`config.mk`:
```
export PLATFORM = sky130hd
export DESIGN_NAME = sar_conversion_sequencer
export DESIGN_NICKNAME = d
export VERILOG_FILES = /design/src/core/sar_seq_pkg.sv /design/src/core/array_switch_ctl.sv /design/src/core/conv_clock_div.sv /design/src/core/sar_conversion_sequencer.sv
export SDC_FILE = /design/constraint.sdc
export NUM_CORES = 1
export LEC_CHECK = 0
export BUFFER_PORTS_ARGS = -buffer_cell sky130_fd_sc_hd__buf_2
export CAP_MARGIN = 20
export CORE_MARGIN = 5
export CORE_UTILIZATION = 35
export DETAILED_ROUTE_END_ITERATION = 6
export GPL_TIMING_DRIVEN = 0
export PLACE_DENSITY = 0.5
export RECOVER_POWER = 100
export SKIP_LAST_GASP = 1
export SLEW_MARGIN = 20
export SYNTH_ARGS = -nofsm -noshare
export SYNTH_HDL_FRONTEND = slang
export SYNTH_SLANG_ARGS = --single-unit
export TNS_END_PERCENT = 30
```
`constraint.sdc`:
```
create_clock -name clk_in -period 2.4 [get_ports clk_in]
set_input_delay 0.48 -clock clk_in [delete_from_list [all_inputs] [get_ports clk_in]]
set_output_delay 0.48 -clock clk_in [all_outputs]
set_load 0.05 [all_outputs]
```
`src/core/sar_seq_pkg.sv`:
```
// Purpose: Shared constants and types for the conversion sequencer
// Assumes: 25 MHz system clock
// Notes: Cycles per sample derive from the clock and rate named here
package sar_seq_pkg;

    localparam int unsigned CODE_W = 16;
    localparam int unsigned CLK_HZ = 25000000;
    // Sample rate ceiling, samples per second
    localparam int unsigned MAX_SPS = 250000;
    localparam int unsigned CYC_PER_SAMPLE = CLK_HZ / MAX_SPS;
    // Conversion clock: one enable per this many system cycles
    localparam int unsigned CONV_DIV = 2;
    // Settling of switch changes, in conversion-clock ticks
    localparam int unsigned SETTLE_TICKS = 1;
    localparam logic [CODE_W-1:0] CODE_RESET = 16'h0000;
    localparam logic [CODE_W-1:0] CODE_FULL = 16'hffff;
    localparam logic [CODE_W-1:0] CODE_ZERO = 16'h0000;
    localparam logic [CODE_W-1:0] CODE_MID = 16'h8000;
    localparam logic [3:0] MSB_IDX = 4'hf;

    typedef enum logic [5:0] {
        ST_ACQ = 6'h01,
        ST_OPEN = 6'h02,
        ST_GND = 6'h04,
        ST_TRIAL = 6'h08,
        ST_DECIDE = 6'h10,
        ST_DONE = 6'h20
    } seq_state_t;

    // Drive bundle for one capacitor array
    typedef struct packed {
        logic sample_closed;
        logic to_input;
        logic [CODE_W-1:0] to_ref;
    } array_drive_t;

    typedef struct packed {
        logic [CODE_W-1:0] code;
        logic valid;
    } result_t;

endpackage

```
`src/core/array_switch_ctl.sv`:
```
// Purpose: Switch drive for one capacitive array
// Assumes: Trial mask registered by the sequencer
// Notes: Instanced once per comparator input
`timescale 1ns/10ps
module array_switch_ctl
    import sar_seq_pkg::*;
(
    input wire logic clk_in,
    input wire logic nrst_in,
    input wire logic acquire_in,
    input wire logic sample_open_in,
    input wire logic [CODE_W-1:0] ref_mask_in,
    output array_drive_t drive_out
);
    array_drive_t drive_d;
    array_drive_t drive_q;

    always_comb begin
        drive_d.sample_closed = acquire_in && !sample_open_in;
        drive_d.to_input = acquire_in;
        drive_d.to_ref = acquire_in ? CODE_ZERO : ref_mask_in;
    end

    always_ff @(posedge clk_in or negedge nrst_in) begin
        if (!nrst_in) begin
            drive_q <= '{sample_closed: 1'b1, to_input: 1'b1,
                         to_ref: CODE_ZERO};
        end else begin
            drive_q <= drive_d;
        end
    end

    assign drive_out = drive_q;
endmodule

```
`src/core/conv_clock_div.sv`:
```
// Purpose: Internal conversion clock as a one-cycle enable
// Assumes: Single system clock
// Notes: Free running, independent of any serial clock
`timescale 1ns/10ps
module conv_clock_div
    import sar_seq_pkg::*;
#(
    parameter int unsigned DIV = 2
) (
    input wire logic clk_in,
    input wire logic nrst_in,
    output logic tick_out
);
    logic [7:0] cnt_q;
    logic [7:0] cnt_d;

    always_comb begin
        if (cnt_q == 8'(DIV - 1)) begin
            cnt_d = 8'h00;
        end else begin
            cnt_d = cnt_q + 8'h01;
        end
    end

    always_ff @(posedge clk_in or negedge nrst_in) begin
        if (!nrst_in) begin
            cnt_q <= 8'h00;
        end else begin
            cnt_q <= cnt_d;
        end
    end

    assign tick_out = (cnt_q == 8'(DIV - 1));
endmodule

```
`src/core/sar_conversion_sequencer.sv`:
```
// Purpose: Successive-approximation sequencer for a 16-bit converter
// Assumes: Comparator decision synchronous to clk_in, settled per tick
// Notes: Over/under-range clamp falls out of the binary search
// Contract
// - In acquisition both sampling switches ground the plates, elements to inputs.
// - A conversion starts only on a rising convert strobe after acquisition.
// - Sampling switches open first, then arrays move from inputs to ground.
// - Two identical arrays of 16 binary-weighted elements are steered.
// - Elements trial one at a time from the MSB, steps halving to 1/65536.
// - After the trials the core powers down, re-acquires, gives code and busy.
// - Steps are timed by the internal conversion clock, not the serial clock.
// - The code is straight binary of input over reference.
// - Over-range input yields FFFF.
// - Under-range input yields 0000.
// - Each result belongs to its own conversion, no latency.
// - The cycle sustains 250 kSPS and powers down between conversions.
`timescale 1ns/10ps
module sar_conversion_sequencer
    import sar_seq_pkg::*;
(
    input wire logic clk_in,
    input wire logic nrst_in,
    input wire logic convert_strobe_in,
    input wire logic comp_above_in,
    output array_drive_t pos_array_out,
    output array_drive_t neg_array_out,
    output logic positive_sample_switch_out,
    output logic negative_sample_switch_out,
    output logic powered_out,
    output logic busy_out,
    output result_t result_out
);
    // ****************************************
    // Conversion clock
    // ****************************************
    logic tick;

    conv_clock_div #(.DIV(CONV_DIV)) u_div (
        .clk_in(clk_in),
        .nrst_in(nrst_in),
        .tick_out(tick)
    );

    // ****************************************
    // Sequencer state
    // ****************************************
    seq_state_t state_q;
    seq_state_t state_d;
    logic strobe_q;
    logic [3:0] bit_q;
    logic [3:0] bit_d;
    logic [CODE_W-1:0] sar_q;
    logic [CODE_W-1:0] sar_d;
    result_t result_q;
    result_t result_d;
    logic busy_q;
    logic busy_d;
    logic strobe_rise;

    assign strobe_rise = convert_strobe_in && !strobe_q;

    always_comb begin
        state_d = state_q;
        bit_d = bit_q;
        sar_d = sar_q;
        result_d = result_q;
        result_d.valid = 1'b0;
        busy_d = busy_q;
        case (state_q)
            ST_ACQ: begin
                if (strobe_rise) begin
                    state_d = ST_OPEN;
                    busy_d = 1'b1;
                    sar_d = CODE_ZERO;
                end
            end
            ST_OPEN: begin
                if (tick) begin
                    state_d = ST_GND;
                end
            end
            ST_GND: begin
                if (tick) begin
                    state_d = ST_TRIAL;
                    bit_d = MSB_IDX;
                    sar_d = CODE_MID;
                end
            end
            ST_TRIAL: begin
                if (tick) begin
                    state_d = ST_DECIDE;
                end
            end
            ST_DECIDE: begin
                if (tick) begin
                    // keep or drop the trial element
                    sar_d[bit_q] = comp_above_in;
                    if (bit_q == 4'h0) begin
                        state_d = ST_DONE;
                    end else begin
                        bit_d = bit_q - 4'h1;
                        sar_d[bit_q - 4'h1] = 1'b1; // next half step
                        state_d = ST_TRIAL;
                    end
                end
            end
            ST_DONE: begin
                result_d.code = sar_q;
                result_d.valid = 1'b1;
                busy_d = 1'b0;
                state_d = ST_ACQ;
            end
            default: begin
                state_d = ST_ACQ;
                busy_d = 1'b0;
            end
        endcase
    end

    always_ff @(posedge clk_in or negedge nrst_in) begin
        if (!nrst_in) begin
            state_q <= ST_ACQ;
            strobe_q <= 1'b1;
            bit_q <= MSB_IDX;
            sar_q <= CODE_RESET;
            result_q <= '{code: CODE_RESET, valid: 1'b0};
            busy_q <= 1'b0;
        end else begin
            state_q <= state_d;
            strobe_q <= convert_strobe_in;
            bit_q <= bit_d;
            sar_q <= sar_d;
            result_q <= result_d;
            busy_q <= busy_d;
        end
    end

    // ****************************************
    // Array drive
    // ****************************************
    logic acquire;
    logic sample_open;

    // Switches open one state before the arrays leave the inputs
    // Arrays home again in the last state, so the code meets acquisition
    assign acquire = (state_q == ST_ACQ) || (state_q == ST_OPEN)
        || (state_q == ST_DONE);
    assign sample_open = (state_q != ST_ACQ) && (state_q != ST_DONE);

    // Identical switch drive keeps the arrays matched; the negative array
    // stays at ground through the trials, so the comparator sees the positive trial level
    array_switch_ctl u_pos (
        .clk_in(clk_in),
        .nrst_in(nrst_in),
        .acquire_in(acquire),
        .sample_open_in(sample_open),
        .ref_mask_in(sar_q),
        .drive_out(pos_array_out)
    );

    array_switch_ctl u_neg (
        .clk_in(clk_in),
        .nrst_in(nrst_in),
        .acquire_in(acquire),
        .sample_open_in(sample_open),
        .ref_mask_in(CODE_ZERO),
        .drive_out(neg_array_out)
    );

    assign positive_sample_switch_out = pos_array_out.sample_closed;
    assign negative_sample_switch_out = neg_array_out.sample_closed;
    assign powered_out = (state_q != ST_ACQ); // idle is powered down
    assign busy_out = busy_q;
    assign result_out = result_q;

    // ****************************************
    // Checks
    // ****************************************
    a_start_needs_rise: assert property (@(posedge clk_in)
        disable iff (!nrst_in)
        (state_q == ST_ACQ && !strobe_rise) |=> state_q == ST_ACQ)
        else $error("conversion began without a strobe rise");
    a_open_before_gnd: assert property (@(posedge clk_in)
        disable iff (!nrst_in)
        $rose(busy_q) |=> !positive_sample_switch_out
            && pos_array_out.to_input)
        else $error("arrays left inputs before switches opened");
    a_acq_plates_grounded: assert property (@(posedge clk_in)
        disable iff (!nrst_in)
        (state_q == ST_ACQ && $past(state_q) == ST_ACQ
            && $past(state_q, 2) == ST_ACQ)
        |-> positive_sample_switch_out && negative_sample_switch_out
            && pos_array_out.to_ref == CODE_ZERO)
        else $error("acquisition drive wrong");
    a_conv_length: assert property (@(posedge clk_in)
        disable iff (!nrst_in)
        $rose(busy_q) |-> ##[60:72] !busy_q)
        else $error("conversion length out of bounds");
    a_one_step_trial: assert property (@(posedge clk_in)
        disable iff (!nrst_in)
        (state_q == ST_TRIAL && $past(state_q) == ST_GND)
        |-> sar_q == CODE_MID)
        else $error("first trial is not midscale");
    a_keep_decision: assert property (@(posedge clk_in)
        disable iff (!nrst_in)
        (state_q == ST_DECIDE && tick)
        |=> sar_q[$past(bit_q)] == $past(comp_above_in))
        else $error("trial decision not kept");
    a_result_with_idle: assert property (@(posedge clk_in)
        disable iff (!nrst_in)
        result_q.valid |-> !busy_q && state_q == ST_ACQ)
        else $error("result without return to acquisition");
    a_full_scale: assert property (@(posedge clk_in)
        disable iff (!nrst_in)
        (busy_q && comp_above_in) [*8] ##1 (busy_q && comp_above_in) [*8]
        ##0 (state_q == ST_DONE) |=> result_q.code[0])
        else $error("over-range lsb not set");
    a_zero_clamp: assert property (@(posedge clk_in)
        disable iff (!nrst_in)
        (busy_q && !comp_above_in) [*8] ##1 (busy_q && !comp_above_in) [*8]
        ##0 (state_q == ST_DONE) |=> !result_q.code[0])
        else $error("under-range lsb not clear");

    // ****************************************
    // Step and output checks
    // ****************************************
    // Start only from a taken edge, straight into the open step
    a_rise_taken: assert property (@(posedge clk_in)
        disable iff (!nrst_in)
        (state_q == ST_ACQ && strobe_rise) |=> state_q == ST_OPEN && busy_q)
        else $error("strobe rise not taken");
    // Busy and the power state move together
    a_busy_with_power: assert property (@(posedge clk_in)
        disable iff (!nrst_in)
        busy_q == (state_q != ST_ACQ))
        else $error("busy and power state differ");
    a_neg_at_ground: assert property (@(posedge clk_in)
        disable iff (!nrst_in)
        neg_array_out.to_ref == CODE_ZERO)
        else $error("reference side array left ground");
    a_arrays_matched: assert property (@(posedge clk_in)
        disable iff (!nrst_in)
        positive_sample_switch_out == negative_sample_switch_out
            && pos_array_out.to_input == neg_array_out.to_input)
        else $error("arrays switched differently");
    a_open_in_trials: assert property (@(posedge clk_in)
        disable iff (!nrst_in)
        (state_q == ST_TRIAL || state_q == ST_DECIDE)
        |-> !positive_sample_switch_out && !pos_array_out.to_input)
        else $error("trial with switches closed or inputs tied");
    // Trial and decision steps wait for the conversion clock
    a_trial_waits_tick: assert property (@(posedge clk_in)
        disable iff (!nrst_in)
        (state_q == ST_TRIAL && !tick) |=> state_q == ST_TRIAL)
        else $error("trial left without a tick");
    a_decide_waits_tick: assert property (@(posedge clk_in)
        disable iff (!nrst_in)
        (state_q == ST_DECIDE && !tick) |=> state_q == ST_DECIDE)
        else $error("decision left without a tick");
    a_msb_first: assert property (@(posedge clk_in)
        disable iff (!nrst_in)
        (state_q == ST_TRIAL && $past(state_q) == ST_GND)
        |-> bit_q == MSB_IDX)
        else $error("first trial is not the msb");
    a_step_down: assert property (@(posedge clk_in)
        disable iff (!nrst_in)
        (state_q == ST_DECIDE && tick && bit_q != 4'h0)
        |=> bit_q == $past(bit_q) - 4'h1 && sar_q[bit_q])
        else $error("next trial is not the next lower bit");
    a_lsb_ends: assert property (@(posedge clk_in)
        disable iff (!nrst_in)
        (state_q == ST_DECIDE && tick && bit_q == 4'h0)
        |=> state_q == ST_DONE)
        else $error("trials did not end after the lsb");
    // Result must be this sample's register, no extra stage
    a_result_is_sample: assert property (@(posedge clk_in)
        disable iff (!nrst_in)
        (state_q == ST_DONE)
        |=> result_q.valid && result_q.code == $past(sar_q))
        else $error("result is not this conversion");
    a_valid_one_cycle: assert property (@(posedge clk_in)
        disable iff (!nrst_in)
        result_q.valid |=> !result_q.valid)
        else $error("result valid longer than one cycle");
    a_code_holds: assert property (@(posedge clk_in)
        disable iff (!nrst_in)
        !result_q.valid |-> $stable(result_q.code))
        else $error("code changed without a result");

    c_conversion: cover property (@(posedge clk_in)
        disable iff (!nrst_in) result_q.valid);
    c_full_code: cover property (@(posedge clk_in)
        disable iff (!nrst_in) result_q.valid && result_q.code == CODE_FULL);
    c_zero_code: cover property (@(posedge clk_in)
        disable iff (!nrst_in) result_q.valid && result_q.code == CODE_ZERO);
    c_mid_code: cover property (@(posedge clk_in)
        disable iff (!nrst_in) result_q.valid && result_q.code == CODE_MID);
    c_refused_edge: cover property (@(posedge clk_in)
        disable iff (!nrst_in) state_q != ST_ACQ && strobe_rise);
endmodule

```
# ---- Word level (Yosys, flattened, before mapping)
# Cells that the tools add are included.
dict set report totals {
  regBits 71
  latchBits 0
  ramBits 0
  romBits 0
  output_inout_bits 57
  wordCells 77
  memories 0
}
dict set report op_classes {
  add_sub_neg 2
  multipliers 0
  n_div 0
  n_lt_le_gt_ge 4
  n_eq_ne 15
  shifts 0
  mux 26
  n_bitwise 2
  reduce_logical 17
}
# op n
set op_table {}
lappend op_table {{2-to-1 mux 16 bit} 5}
lappend op_table {{one-hot mux 16 bit (3 select lines)} 1}
lappend op_table {{2-to-1 mux 6 bit} 6}
lappend op_table {{one-hot mux 6 bit (5 select lines)} 1}
lappend op_table {{bitwise mux 16 bit} 1}
lappend op_table {{OR 16 bit} 1}
lappend op_table {{2-to-1 mux 4 bit} 3}
lappend op_table {{!= test 2 bit, second input constant} 6}
lappend op_table {{less-than comparator 4 x 5 -> 1 bit, second input constant} 2}
lappend op_table {{adder 8 x 1 -> 8 bit, second input constant} 1}
lappend op_table {{demux 1 bit (select 4 bit)} 2}
lappend op_table {{equality test 8 x 1 -> 1 bit, second input constant} 1}
lappend op_table {{>= comparator 4 x 1 -> 1 bit, second input constant} 2}
lappend op_table {{2-to-1 mux 8 bit} 1}
lappend op_table {{one-hot mux 4 bit (2 select lines)} 1}
lappend op_table {{AND reduction 4 bit} 2}
lappend op_table {{equality test 6 x 1 -> 1 bit, second input constant} 1}
lappend op_table {{equality test 6 x 2 -> 1 bit, second input constant} 1}
lappend op_table {{equality test 6 x 3 -> 1 bit, second input constant} 1}
lappend op_table {{equality test 6 x 4 -> 1 bit, second input constant} 1}
lappend op_table {{equality test 6 x 5 -> 1 bit, second input constant} 1}
lappend op_table {{equality test 6 bit, second input constant} 1}
lappend op_table {{!= test 6 x 1 -> 1 bit, second input constant} 1}
lappend op_table {{!= test 6 bit, second input constant} 1}
lappend op_table {{13 further kinds} 22}

# ---- Longest topological paths before layout
dict set report logic_depth {
  word_depth 9
  ltp_mapped 8
  mapped_depth_nobuf 7
}

# ---- Modules after synthesis
# Synthesis repeated with hierarchy kept, for this count alone.
dict set report unflattened {
  cells_unflattened 351
  hier_area_um2 4149.0
}
# module n_inst cells_per_inst area_per_inst_um2 seq_area_each_um2
set modules_own_cells {}
lappend modules_own_cells {sar_conversion_sequencer 1 250 2628.8 1133.6}
lappend modules_own_cells {array_switch_ctl 2 36 576.8 452.9}
lappend modules_own_cells {conv_clock_div 1 29 366.6 200.2}

# ---- Least setup slack after synthesis
# No wires, ideal clock.
dict set report synth_timing {
  path_type {reg-to-reg}
  startpoint {reg state_q[0]}
  endpoint {reg u_pos.drive_q, in the netlist u_pos.drive_out[0]}
  setup_time_ps 117
  arrival_time_ps 1799
  t_required_ps 2283
  path_slack_ps 485
  path_stages_with_launch 7
  path_buffers 2
  synth_period_minus_slack_ps 1915
  cell_sequence {dfstp_2 -> nor4b_2 -> nand2_1 -> and3_1 -> buf_6 -> buf_6 -> and2_4}
}
# element line
set synth_rtl {}
lappend synth_rtl {{start: declaration} sar_conversion_sequencer.sv:47} ;# seq_state_t state_q;
lappend synth_rtl {{start signal: assignment} sar_conversion_sequencer.sv:129} ;# state_q <= state_d;
lappend synth_rtl {{end signal: assignment} array_switch_ctl.sv:26} ;# drive_q <= '{sample_closed: 1'b1, to_input: 1'b1,
lappend synth_rtl {{end signal: assignment} array_switch_ctl.sv:29} ;# drive_q <= drive_d;
lappend synth_rtl {{end: declaration} array_switch_ctl.sv:16} ;# array_drive_t drive_q;

# ---- Worst setup path after layout
dict set report layout_timing {
  startpoint {reg state_q[0]}
  endpoint {out powered_out}
}
dict set report layout_via {
  elab_chain_cells 1
}
# element line
set layout_lines {}
lappend layout_lines {{!= test 6 x 1 -> 1 bit} sar_conversion_sequencer.sv:172} ;# assign powered_out = (state_q != ST_ACQ);
lappend layout_lines {{end: declaration} sar_conversion_sequencer.sv:29} ;# output logic powered_out,
# Every way passes these cells.

==> run metrics <==
run status finished, violations left; failing checks max-capacitance violations, max-slew violations; dpl ws 0.252 ns; FF+latch count, synth 71; Synth cell types 54; drt drc 0; die area 0.0123 mm^2; RSZ-0062 raised after global routing no; synth top area cells dfrtp_1 (44%), dfstp_2 (5.9%), a21oi_1 (5.2%); final setup fails 0; 1st-iter DRT viols 149; post-route ant nets 0; root cell of the clock tree clkbuf_8; ys async rst share 100%; clock transition at the registers of the reported paths 0.07 ns; cell taking the most area after synthesis dfrtp_1; TritonCTS clock tree built; largest net degree at the start of global routing 41; Worst EP arrival 1.71 ns; area growth from synthesis to final layout 16.3%; Fin Clk Skew 0.0112 ns; cells after synthesis 354; actual slew at the worst max-slew pin 1.84 ns; Reg power frac 42.9%; hold buffer count at cts 0; critical path's slowest cell dfstp_1; placed cell areas 0.00405 mm^2; Synth Warn # 0; total core area 0.0101 mm^2; Period Utilization, post-route 91.4%; initial antenna violation count 0; Initial Util 35.3%; Hold/Removal Path Class in2reg; worst setup margin 0.207 ns; Cell Chain, Critical Path nor4b_2 > nand2_1 > clkbuf_2; port bufs 44; Data required, critical path 1.92 ns; Max Root-Sink Buffers 2; nets 436; layout cell share with drive strength beyond 1 17.2%; Pleak 1.93 nW; final-layout fill cell count 1047; total track usage 14.3%; number of global-route vias before repair 2718; EDFF count, synth 0; Pint 0.00205 W; DR pass1 iterations 4; Die Width 111 um; Inserted Diodes 0; CTS buffer count 9; first-pass GRT wire length 14200 um; clock network power share 34.8%; minimum clock period 2.19 ns; H-tree depth 3; register area share after synthesis 49.9%; clock latency on the worst-skew pair 0.35 ns; Setup Buffers After CTS 0; Logic pwr share 22.3%; Final TNS setup 0 ns; PostCTS Resize Cnt 0; Fmax 0.456 GHz; maximum VDD drop 287 uV; Largest stage delay, worst path 0.58 ns; Final Hold Fails 0; fin area 0.00416 mm^2; Sw Share 31.9%; Worst setup EP type primary output; crit start category flop; via count 2738; power density cells 723 mW/mm^2; row count 37; die height 111 um; Vias/cell 4.84; mapped cell area 0.00358 mm^2; I/O pin count 61; syn avg cell area 10.1 um^2; max_cap viols 1; Min Hold Slack 0.227 ns; Slew headroom -22.8%; Total Wirelength 8470 um; area share of the largest cell type after synthesis 44.1%; Final Max Slew Viols 32; Clock Sinks 71; drt wl/cell 15.0 um; Final Wtd Congestion 0.883; CP Class reg2out; gr ovfl total 0; worst-path maximum fanout 6; post-DP HPWL 6070 um; ys flop type dfrtp_1; Psw 0.000960 W
-- cell type report --
| class | count | area, um^2 | area share [%] |
|---|---|---|---|
| Tap cell | 136 | 170 | 4.09 |
| Sequential cell | 71 | 1790 | 42.9 |
| Buffer | 37 | 235 | 5.65 |
| Clock buffer | 12 | 145 | 3.49 |
| Inverter | 9 | 33.8 | 0.812 |
| Clock inverter | 4 | 70.1 | 1.68 |
| Multi-Input combinational cell | 252 | 1530 | 36.8 |
| Timing Repair Buffer | 45 | 189 | 4.54 |
-- placed cells by master (no fill, tap or decap), types with 3 or more instances in the layout --
master	n
mux2_2	11
nor4_1	3
nor2_1	20
dfrtp_1	63
a21oi_1	37
nand2_1	43
dfstp_2	7
clkbuf_8	10
a2bb2oi_1	3
xnor2_1	7
o31ai_1	5
buf_2	6
o22a_1	6
buf_4	20
o22ai_1	3
nand3_1	7
conb_1	16
ha_1	7
and2_1	6
and3_1	6
nor2b_1	5
inv_1	7
o21ai_0	13
a31oi_1	9
clkbuf_1	53
and2_0	13
nor3_1	3
-- cell usage after synthesis, types with 3 or more instances --
master,n
and2_4,9
a21oi_1,37
buf_6,3
dfstp_2,8
and2_1,9
o22a_1,6
nand3_1,7
o22ai_1,3
buf_4,21
a2bb2oi_1,3
buf_2,6
dfrtp_1,63
and3_1,6
nor2b_1,5
o21ai_0,13
nor4_1,3
a31oi_1,9
o31ai_1,5
nand2_1,43
mux2_2,11
inv_1,7
clkbuf_1,7
nor2_1,20
xnor2_1,7
ha_1,7
nor3_1,3
-- state kept, by name, summed over array words and instances (netlist names) --
| signal | cells |
|---|---|
| u_pos.drive_out | 17 |
| sar_q | 16 |
| busy_out | 1 |
| bit_q | 4 |
| result_out | 17 |
| strobe_q | 1 |
| u_neg.drive_out | 1 |
| state_q | 6 |
| u_div.cnt_q | 8 |
-- power by group through the flow --
stage | logic, W | clock network, W | registers, W
2_1_floorplan | 0.000472 | 0 | 0.00136
3_3_place_gp | 0.000691 | 0 | 0.00131
3_5_place_dp | 0.000696 | 0 | 0.00131
4_1_cts | 0.000700 | 0.00108 | 0.00129
5_1_grt | 0.000746 | 0.00113 | 0.00130
6_report | 0.000672 | 0.00105 | 0.00129
-- kinds of logic after synthesis --
logic type               share of synthesized area (%)
XOR/XNOR                                          2.20
buffers and inverters                             7.87
AO/OA/AOI/OAI                                     15.5
adder cells (fa/ha/maj)                           2.45
flip-flops                                        49.9
AND/OR/NAND/NOR                                   18.3
other                                            0.105
multiplexers                                      3.74
-- final timing paths --
check	from	to	slack [ns]	cells after the start
max	state_q[0]	powered_out	0.21	3
min	convert_strobe_in	strobe_q	0.23	1
max reg2reg	bit_q[1]	sar_q[10]	0.22	6
min reg2reg	result_out[1]	result_out[1]	0.47	2
max in group asynchronous	nrst_in	state_q[3]	0.72	1
min in group asynchronous	nrst_in	u_pos.drive_out[15]	0.62	1
-- routing by layer --
| metal | up-vias | track usage, % | wire [um] |
|---|---|---|---|
| li1 | 1332 | - | - |
| met2 | 55 | 22.5 | 3970 |
| met1 | 1334 | 19.1 | 3920 |
| met3 | 17 | 3.71 | 336 |
| met4 | 0 | 5.52 | 244 |
| met5 | - | 0 | 0 |
-- critical path, delay by kind of cell, from the launching register on --
family | cells | cell delay (ns)
AND/OR/NAND/NOR | 2 | 0.48
flip-flops | 1 | 0.58
buffers and inverters | 1 | 0.30
-- metrics by stage --
stage | utilization, % | std cells | power (W)
final | 41.1 | 566 | 0.00301
after global routing | 41.1 | 566 | 0.00318
after CTS | 42.0 | 566 | 0.00308
after detailed placement | 39.9 | 550 | 0.00201
after global placement | 39.7 | 549 | 0.00200
after floorplan | - | 369 | 0.00183
No activity file was read; power rests on OpenSTA's default activity.
